`src/core/scan_tap_pkg.sv`:
```
// Constants, state and instruction types of the boundary-scan port
package scan_tap_pkg;

  localparam int          IR_WIDTH      = 3;
  localparam int          ID_WIDTH      = 32;
  localparam int          BSR_WIDTH     = 16;
  localparam int          PIN_WIDTH     = 12;
  localparam int          RESET_ONES    = 5;
  localparam logic [1:0]  IR_CAPTURE    = 2'h1;
  localparam logic [31:0] ID_CODE_VALUE = 32'h0000_1001; // Arbitrary value
  localparam logic [3:0]  FILLER_ONES   = 4'hF;

  typedef enum logic [2:0] {
    INS_EXTEST  = 3'h0,
    INS_IDCODE  = 3'h1,
    INS_SAMPLEZ = 3'h2,
    INS_RFU0    = 3'h3,
    INS_PRELOAD = 3'h4,
    INS_PRIVATE = 3'h5,
    INS_RFU1    = 3'h6,
    INS_BYPASS  = 3'h7
  } instr_t;

  typedef enum logic [15:0] {
    ST_RESET    = 16'h0001,
    ST_IDLE     = 16'h0002,
    ST_SEL_DR   = 16'h0004,
    ST_CAP_DR   = 16'h0008,
    ST_SHIFT_DR = 16'h0010,
    ST_EXIT1_DR = 16'h0020,
    ST_PAUSE_DR = 16'h0040,
    ST_EXIT2_DR = 16'h0080,
    ST_UPD_DR   = 16'h0100,
    ST_SEL_IR   = 16'h0200,
    ST_CAP_IR   = 16'h0400,
    ST_SHIFT_IR = 16'h0800,
    ST_EXIT1_IR = 16'h1000,
    ST_PAUSE_IR = 16'h2000,
    ST_EXIT2_IR = 16'h4000,
    ST_UPD_IR   = 16'h8000
  } tap_state_t;

endpackage

```
`src/core/scan_tap.sv`:
```
// Boundary-scan test access port sampled on the system clock
// Behaviour
// - Test inputs are taken on rising test clock, outputs change on falling.
// - An undriven mode select reads as one.
// - An undriven serial data input reads as one.
// - Serial output is driven only while a register shifts.
// - No test reset pin; five ones on mode select reach reset.
// - The controller resets itself at power-up.
// - With no test clock edges the controller holds its state.
// - Each register shifts in on rising edge, out on falling.
// - One register at a time sits between serial in and out.
// - Instruction register is 3 bits, loaded only while in the path.
// - Identification instruction is loaded at power-up and in reset state.
// - A one-bit bypass register gives one stage of delay.
// - Capture-DR loads pin levels into boundary register, Shift-DR shifts it.
// - Boundary cells tied to no pin capture one in Capture-DR.
// - Boundary register serves high-Z sample, sample/preload and extest.
// - Identification instruction captures a 32-bit constant code and shifts it.
// - Identification code shifts out least significant bit first.
// - Encodings as listed; 011 and 110 act as bypass; 101 private, decoded as bypass here.
// - Capture-IR loads 01 into the two low instruction bits.
// - A new instruction takes effect only in Update-IR.
// - High-Z sample instruction forces memory outputs to high impedance.
module scan_tap
  import scan_tap_pkg::*;
(
  // System
  input  wire logic                 clk,
  input  wire logic                 rst,
  // Test pins; a low enable means the pin is not driven by the tester
  input  wire logic                 testClk,
  input  wire logic                 modeSel,
  input  wire logic                 modeSelDriven,
  input  wire logic                 dataIn,
  input  wire logic                 dataInDriven,
  output logic                      dataOut,
  output logic                      dataOutEn_n,
  // Memory pin levels and output control
  input  wire logic [PIN_WIDTH-1:0] pinLevels,
  output logic                      outputsHighZ,
  output logic                      extestActive
);

  // ----------------------------------------------------------------
  // Input synchronisers
  // ----------------------------------------------------------------
  logic [4:0] syncA_reg;
  logic [4:0] syncB_reg;
  logic       tckOld_reg;

  always_ff @(posedge clk) begin
    syncA_reg <= {testClk, modeSel, modeSelDriven, dataIn, dataInDriven};
    syncB_reg <= syncA_reg;
  end

  always_ff @(posedge clk) begin
    if (rst) begin
      tckOld_reg <= 1'b0;
    end else begin
      tckOld_reg <= syncB_reg[4];
    end
  end

  wire tckRise = syncB_reg[4] & ~tckOld_reg;
  wire tckFall = ~syncB_reg[4] & tckOld_reg;
  wire tms     = syncB_reg[2] ? syncB_reg[3] : 1'b1;
  wire tdi     = syncB_reg[0] ? syncB_reg[1] : 1'b1;

  // ----------------------------------------------------------------
  // Controller
  // ----------------------------------------------------------------
  tap_state_t state_reg;
  tap_state_t state_next;

  always_comb begin
    state_next = state_reg;
    case (state_reg)
      ST_RESET:    state_next = tms ? ST_RESET : ST_IDLE;
      ST_IDLE:     state_next = tms ? ST_SEL_DR : ST_IDLE;
      ST_SEL_DR:   state_next = tms ? ST_SEL_IR : ST_CAP_DR;
      ST_CAP_DR:   state_next = tms ? ST_EXIT1_DR : ST_SHIFT_DR;
      ST_SHIFT_DR: state_next = tms ? ST_EXIT1_DR : ST_SHIFT_DR;
      ST_EXIT1_DR: state_next = tms ? ST_UPD_DR : ST_PAUSE_DR;
      ST_PAUSE_DR: state_next = tms ? ST_EXIT2_DR : ST_PAUSE_DR;
      ST_EXIT2_DR: state_next = tms ? ST_UPD_DR : ST_SHIFT_DR;
      ST_UPD_DR:   state_next = tms ? ST_SEL_DR : ST_IDLE;
      ST_SEL_IR:   state_next = tms ? ST_RESET : ST_CAP_IR;
      ST_CAP_IR:   state_next = tms ? ST_EXIT1_IR : ST_SHIFT_IR;
      ST_SHIFT_IR: state_next = tms ? ST_EXIT1_IR : ST_SHIFT_IR;
      ST_EXIT1_IR: state_next = tms ? ST_UPD_IR : ST_PAUSE_IR;
      ST_PAUSE_IR: state_next = tms ? ST_EXIT2_IR : ST_PAUSE_IR;
      ST_EXIT2_IR: state_next = tms ? ST_UPD_IR : ST_SHIFT_IR;
      ST_UPD_IR:   state_next = tms ? ST_SEL_DR : ST_IDLE;
      default:     state_next = ST_RESET;
    endcase
  end

  always_ff @(posedge clk) begin
    if (rst) begin
      state_reg <= ST_RESET;
    end else if (tckRise) begin
      state_reg <= state_next;
    end
  end

  // ----------------------------------------------------------------
  // Instruction decode
  // ----------------------------------------------------------------
  instr_t irActive_reg;
  logic [IR_WIDTH-1:0] irShift_reg;

  wire selBsr = (irActive_reg == INS_EXTEST) || (irActive_reg == INS_SAMPLEZ)
             || (irActive_reg == INS_PRELOAD);
  wire selId  = (irActive_reg == INS_IDCODE);
  wire selByp = ~selBsr & ~selId;
  wire inCapDr   = (state_reg == ST_CAP_DR);
  wire inShiftDr = (state_reg == ST_SHIFT_DR);
  wire inShiftIr = (state_reg == ST_SHIFT_IR);

  // ----------------------------------------------------------------
  // Instruction register
  // ----------------------------------------------------------------
  always_ff @(posedge clk) begin
    if (rst) begin
      irShift_reg  <= INS_IDCODE;
      irActive_reg <= INS_IDCODE;
    end else if (tckRise) begin
      if (state_reg == ST_RESET) begin
        irActive_reg <= INS_IDCODE;
      end else if (state_reg == ST_CAP_IR) begin
        irShift_reg <= {irShift_reg[IR_WIDTH-1:2], IR_CAPTURE};
      end else if (inShiftIr) begin
        irShift_reg <= {tdi, irShift_reg[IR_WIDTH-1:1]};
      end else if (state_reg == ST_UPD_IR) begin
        irActive_reg <= instr_t'(irShift_reg);
      end
    end
  end

  // ----------------------------------------------------------------
  // Data registers
  // ----------------------------------------------------------------
  logic                 bypass_reg;
  logic [ID_WIDTH-1:0]  idShift_reg;
  logic [BSR_WIDTH-1:0] bsr_reg;

  always_ff @(posedge clk) begin
    if (rst) begin
      bypass_reg  <= 1'b0;
      idShift_reg <= '0;
      bsr_reg     <= '0;
    end else if (tckRise) begin
      if (inCapDr && selByp) begin
        bypass_reg <= 1'b0;
      end else if (inShiftDr && selByp) begin
        bypass_reg <= tdi;
      end
      if (inCapDr && selId) begin
        idShift_reg <= ID_CODE_VALUE;
      end else if (inShiftDr && selId) begin
        idShift_reg <= {tdi, idShift_reg[ID_WIDTH-1:1]};
      end
      if (inCapDr && selBsr) begin
        bsr_reg <= {FILLER_ONES, pinLevels};
      end else if (inShiftDr && selBsr) begin
        bsr_reg <= {tdi, bsr_reg[BSR_WIDTH-1:1]};
      end
    end
  end

  // ----------------------------------------------------------------
  // Serial output on falling edge
  // ----------------------------------------------------------------
  wire drBit  = selBsr ? bsr_reg[0] : (selId ? idShift_reg[0] : bypass_reg);
  wire outBit = inShiftIr ? irShift_reg[0] : drBit;
  wire shifting = inShiftIr | inShiftDr;

  always_ff @(posedge clk) begin
    if (rst) begin
      dataOut     <= 1'b0;
      dataOutEn_n <= 1'b1;
    end else if (tckFall) begin
      dataOut     <= outBit;
      dataOutEn_n <= ~shifting;
    end
  end

  always_ff @(posedge clk) begin
    if (rst) begin
      outputsHighZ <= 1'b0;
      extestActive <= 1'b0;
    end else begin
      outputsHighZ <= (irActive_reg == INS_SAMPLEZ);
      extestActive <= (irActive_reg == INS_EXTEST);
    end
  end

  // ----------------------------------------------------------------
  // Assertions
  // ----------------------------------------------------------------
  logic [2:0] onesCnt_reg;
  always_ff @(posedge clk) begin
    if (rst) begin
      onesCnt_reg <= '0;
    end else if (tckRise) begin
      onesCnt_reg <= tms ? ((onesCnt_reg == 3'h7) ? onesCnt_reg : onesCnt_reg + 3'h1) : 3'h0;
    end
  end
endmodule

```
`config.mk`:
```
export PLATFORM = sky130hd
export DESIGN_NAME = scan_tap
export DESIGN_NICKNAME = d
export VERILOG_FILES = /design/src/core/scan_tap_pkg.sv /design/src/core/scan_tap.sv
export SDC_FILE = /design/constraint.sdc
export NUM_CORES = 1
export LEC_CHECK = 0
export ABC_AREA = 1
export BUFFER_PORTS_ARGS = -buffer_cell sky130_fd_sc_hd__buf_4
export CAP_MARGIN = 5
export CORE_MARGIN = 2
export CORE_UTILIZATION = 60
export CTS_CLUSTER_DIAMETER = 40
export DETAILED_ROUTE_END_ITERATION = 10
export GPL_TIMING_DRIVEN = 0
export PLACE_DENSITY = 0.88
export SETUP_SLACK_MARGIN = 0.02
export SKIP_LAST_GASP = 1
export SYNTH_ARGS = -nofsm -noshare
export SYNTH_HDL_FRONTEND = slang
export SYNTH_SLANG_ARGS = --single-unit
export TNS_END_PERCENT = 10
```
`constraint.sdc`:
```
create_clock -name clk -period 4.05 [get_ports clk]
set_clock_uncertainty 0.2 [all_clocks]
set_input_delay 0.2025 -clock clk [delete_from_list [all_inputs] [get_ports clk]]
set_output_delay 0.2025 -clock clk [all_outputs]
set_load 0.05 [all_outputs]
```
== Word-level counts from Yosys, hierarchy flattened ==
Index checks and enable logic that the tools add are counted.

* Memories: 0
* Bits in read-only memories: 0
* Register bits: 86
* Output and inout port bits: 4
* Bits in latches: 0
* Memory bits (writable): 0

* Add/sub/neg operators: 0
* Multiply operators: 0
* Bitwise gates (word level): 11
* Shifts and indexed selects: 0
* Equality and inequality tests: 21
* Magnitude comparators: 0
* Div/mod/pow operators: 0
* Reductions and logical operators: 23
* Muxes and demuxes: 30

{| class="wikitable"
|+ Operator list
! operator !! count
|-
| case mux 16 bit (12 select lines) || 1
|-
| 2-to-1 mux 16 bit || 4
|-
| 2-to-1 mux 32 bit || 2
|-
| 2-to-1 mux 9 bit || 2
|-
| equality test 16 x 1 -> 1 bit (second input constant) || 1
|-
| equality test 16 x 10 -> 1 bit (second input constant) || 1
|-
| equality test 16 x 11 -> 1 bit (second input constant) || 1
|-
| equality test 16 x 12 -> 1 bit (second input constant) || 1
|-
| equality test 16 x 13 -> 1 bit (second input constant) || 1
|-
| equality test 16 x 14 -> 1 bit (second input constant) || 1
|-
| equality test 16 x 15 -> 1 bit (second input constant) || 1
|-
| equality test 16 bit (second input constant) || 1
|-
| equality test 16 x 2 -> 1 bit (second input constant) || 1
|-
| equality test 16 x 3 -> 1 bit (second input constant) || 1
|-
| equality test 16 x 4 -> 1 bit (second input constant) || 1
|-
| equality test 16 x 5 -> 1 bit (second input constant) || 1
|-
| equality test 16 x 6 -> 1 bit (second input constant) || 1
|-
| equality test 16 x 7 -> 1 bit (second input constant) || 1
|-
| equality test 16 x 8 -> 1 bit (second input constant) || 1
|-
| equality test 16 x 9 -> 1 bit (second input constant) || 1
|-
| 2-to-1 mux 15 bit || 1
|-
| 2-to-1 mux 3 bit || 5
|-
| 2-to-1 mux 13 bit || 1
|-
| 2-to-1 mux 11 bit || 1
|-
| 22 further kinds || 52
|}

== Logic depth before layout (Yosys ltp) ==
* Depth after elaboration: 8
* Gate-level depth with buffers: 12

== Worst setup path after synthesis ==
No wires, ideal clock.

* Kind: register to register
* From: reg state_reg[10]
* To: reg idShift_reg[10]
* Arrival time: 1460 ps
* Period minus slack after synthesis: 1773 ps
* Setup slack: 2277 ps
* Path buffers: 2
* Cell stages (with the launch flop): 11
* Data required time: 3737 ps
* Cell sequence: dfxtp_1 nor2_1 nand2_1 nor2_2 buf_6 nand2_4 nand2_4 nand4_4 buf_2 o21ai_1 nor2_1

* Longest elaborated chain between the ends: 4

{| class="wikitable"
|+ RTL lines
! what !! RTL line !! text
|-
| from (decl) || scan_tap.sv:72 || <nowiki>tap_state_t state_reg;</nowiki>
|-
| from (signal assigned) || scan_tap.sv:102 || <nowiki>state_reg <= state_next;</nowiki>
|-
| equality test 16 x 4 -> 1 bit or equality test 16 x 5 -> 1 bit (tied branches) || scan_tap.sv:116, scan_tap.sv:117 ||
|-
| logical AND 1 bit, on equally long branches || scan_tap.sv:158, scan_tap.sv:160 ||
|-
| nonzero test 2 bit (no line) || - ||
|-
| AND reduction 2 bit (no line) || - ||
|-
| to (signal assigned) || scan_tap.sv:161 || <nowiki>idShift_reg <= {tdi, idShift_reg[ID_WIDTH-1:1]};</nowiki>
|-
| to (decl) || scan_tap.sv:144 || <nowiki>logic [ID_WIDTH-1:0] idShift_reg;</nowiki>
|}

Parallel ways exist; a longest one is shown, timed or not.
A chain may end at the register's enable or synchronous reset.

== Worst setup path in the final report ==
* From: reg state_reg[12]
* To: reg idShift_reg[27]

The elaborated chain is that of the path after synthesis.

==> results.py <==
metrics = {
    "status": {
        "status": "completed",
    },
    "worst_setup_path": {
        "reg2reg_slack_ps": 1930,
        "path_cells": "nor2_2, nand2_1, nor2_2, buf_6, nand3_1, inv_2, buf_2, nor2_1, o21ai_1, nor2_1",
        "startpoint_type": "flip-flop",
        "path_delay_family": "simple AND/OR/NAND/NOR gates",
        "endpoint": "idShift_reg[27]$_SDFFE_PP0P_",
        "criticalPathCategory": "flip-flop to flip-flop",
        "slowest_delay_ps": 350,
        "cp_data_required_time_ps": 4100,
        "timing.critical_path.arrival_ps": 2180,
        "cp_num_cells": 10,
        "worstReg2RegEnd": "idShift_reg[27]$_SDFFE_PP0P_",
        "timing.rr.start": "state_reg[12]$_SDFFE_PP0P_",
        "reg2regPathDepth": 10,
        "cp_num_buf_inv": 3,
        "crit_path_end_kind": "flip-flop",
        "critPathMaxFanout": 10,
        "cp_slowest_cell": "dfxtp_1",
        "setup.worst_path.start": "state_reg[12]$_SDFFE_PP0P_",
    },
    "cells_and_area": {
        "final_cell_mix": "nand2_1 (144), nor2_1 (128), inv_1 (95)",
        "syn_to_final_growth_pct": 15.4,
        "nNetsFinal": 682,
        "antenna-diode-count": 0,
        "largest_reg_flops": 32,
        "final_util_pct": 72.1,
        "drive_above_1_share_pct": 10.2,
        "final_common_cell": "nand2_1",
    },
    "floorplan": {
        "num_rows": 29,
        "ios": 23,
        "fp.dieW_um": 85.5,
        "core_um2": 6390,
        "dieHeight_um": 85.5,
        "dieArea_um2": 7320,
        "initial_utilization_pct": 62.5,
    },
    "global_route": {
        "grt_pass1_vias": 3607,
        "grt_overflow_total": 0,
        "use_met1_pct": 31.5,
        "antenna_found_initial": 0,
        "grt_usage_pct": 25.0,
        "grt_use_met3_pct": 5.10,
        "grt_use_met2_pct": 42.8,
        "grt_max_degree": 16,
        "busiest_layer": "met2",
        "grt_pass1_wl_um": 14900,
    },
    "synth": {
        "synth_nets": 632,
        "synth_top_area_share_pct": 43.2,
        "synth_edf_count": 0,
        "yosysTopAreaCell": "dfxtp_1",
        "synthCells": 613,
        "syn_area_per_cell_um2": 6.51,
        "yosysUniqueCellTypes": 23,
        "ys_ff_latch": 86,
        "synth_warnings": 0,
        "ys_seq_area_share_pct": 43.2,
        "synth_area_leaders": "dfxtp_1 (43%), nand2_1 (14%), nor2_1 (12%), inv_1 (8.9%), o21ai_1 (5.5%)",
        "syn_area_um2": 3990,
        "async_reset_ff_share_pct": 0,
        "synth_ff_type": "dfxtp_1",
    },
    "routing": {
        "drt_first_iter_violations": 247,
        "vias": 3789,
        "wire_per_inst_um": 11.6,
        "drc_errors": 0,
        "vias_per_cell": 5.09,
        "wl_um": 8610,
        "drt_pass1_iterations": 4,
        "drt.antenna.violating_nets": 0,
    },
    "clock_tree": {
        "cts_setup_buffers": 0,
        "htree_levels": 3,
        "cts_buffer_depth": 2,
        "path_clk_slew_ps": 90,
        "clock_latency_ps": 360,
        "cts_buffers": 9,
        "cts_root_buffer": "clkbuf_8",
        "cts.sinks": 86,
        "tritoncts": "done",
    },
    "pwr": {
        "ir_drop_v": 0.000219,
        "p_leak_nw": 2.20,
        "power_density_nw_per_um2": 332,
    },
    "sta": {
        "slew_headroom_pct": 67.4,
        "finalSetupTns_ps": 0,
        "worst_slack_ps": 1930,
        "timing.final.crit_share_pct": 52.4,
        "finalSetupViolations": 0,
        "worst_slew_pin_slew_ps": 489,
        "finalHoldViolCount": 0,
        "fmax_ghz": 0.471,
        "fin_crit_ps": 2120,
        "rsz0062_at_grt": "false",
        "slew_viol_final": 0,
    },
    "job": {
        "drv_cap": 0,
    },
    "placement": {
        "place_congestion": 0.916,
        "dp_hpwl_um": 5790,
        "port_buffers": 22,
        "place_ws_ps": 1990,
    },
    "hold_path": {
        "hp-class": "flip-flop to flip-flop",
    },
}
logic make-up after synthesis:
family	count (synthesis)	synth area share, %
buffers and inverters	125	13.1
AO/OA/AOI/OAI	85	11.0
flip-flops	86	43.2
AND/OR/NAND/NOR	317	32.7
cell type report:
type | instances | area [um^2]
buffer | 23 | 140
clock buffer | 10 | 138
clock inverter | 6 | 45.0
fill | 482 | 1780
inverter | 102 | 383
multi-input combinational | 402 | 1740
sequential | 86 | 1720
tap | 77 | 96.3
timing repair buffer | 39 | 335
worst register-to-register path, delay by kind of cell (launching register included):
family	cells	cell delay [ps]
flip-flops	1	350
buffers and inverters	3	610
AO/OA/AOI/OAI	1	160
AND/OR/NAND/NOR	6	690
what timing repair did:
action | CTS | global route
hold buffers | 17 | 0
gates resized for setup | 0 | 0
hold endpoints to repair | 17 | 0
setup endpoints to repair | 0 | 0
metrics by stage:
| stage | cells | total power [mW] | cell area [um^2] | hold WS, ps |
|---|---|---|---|---|
| finish | 745 | 1.53 | 4600 | 132 |
| global route | 745 | 1.58 | 4600 | 138 |
| CTS | 745 | 1.52 | 4600 | 134 |
| detailed placement | 712 | 0.965 | 4250 | 108 |
| global placement | 712 | 0.962 | 4250 | 107 |
| floorplan | 613 | 0.934 | 3990 | 30.2 |
synth_stat cells (7+ instances only):
master and number:
dfxtp_1 86, clkbuf_1 10, o21ai_0 13, nor2_1 128, nand3_1 21, a21oi_1 22
nand2_1 144, nor3_1 11, o21ai_1 44, buf_2 7, inv_1 95
per-layer routing:
metal  routed length, um  part of all wire (%)  vias to the layer above
met5                   0                     0                        -
met1                3860                    45                     1713
li1                    -                     -                     1962
met2                4260                    49                       99
met3                 377                   4.4                       15
met4                 109                   1.3                        0
power by group:
group | switching (mW) | total, mW | internal, mW
Sequential | 0.00424 | 0.859 | 0.854
Clock | 0.325 | 0.566 | 0.242
Combinational | 0.0595 | 0.101 | 0.0417
Total | 0.389 | 1.53 | 1.14
worst min-delay path by stage:
stage / slack [ps] / end / start / depth (start not counted)
6_report: 130 / syncB_reg[1]$_DFF_P_ / syncA_reg[1]$_DFF_P_ / 0
3_5_place_dp: 110 / syncA_reg[3]$_DFF_P_ / modeSel / 1
4_1_cts: 130 / syncB_reg[3]$_DFF_P_ / syncA_reg[3]$_DFF_P_ / 0
5_1_grt: 140 / syncB_reg[3]$_DFF_P_ / syncA_reg[3]$_DFF_P_ / 0
3_3_place_gp: 110 / syncA_reg[2]$_DFF_P_ / modeSelDriven / 1
2_1_floorplan: 30 / syncA_reg[0]$_DFF_P_ / dataInDriven / 0
Note: power is estimated with default switching activity, not from simulation.
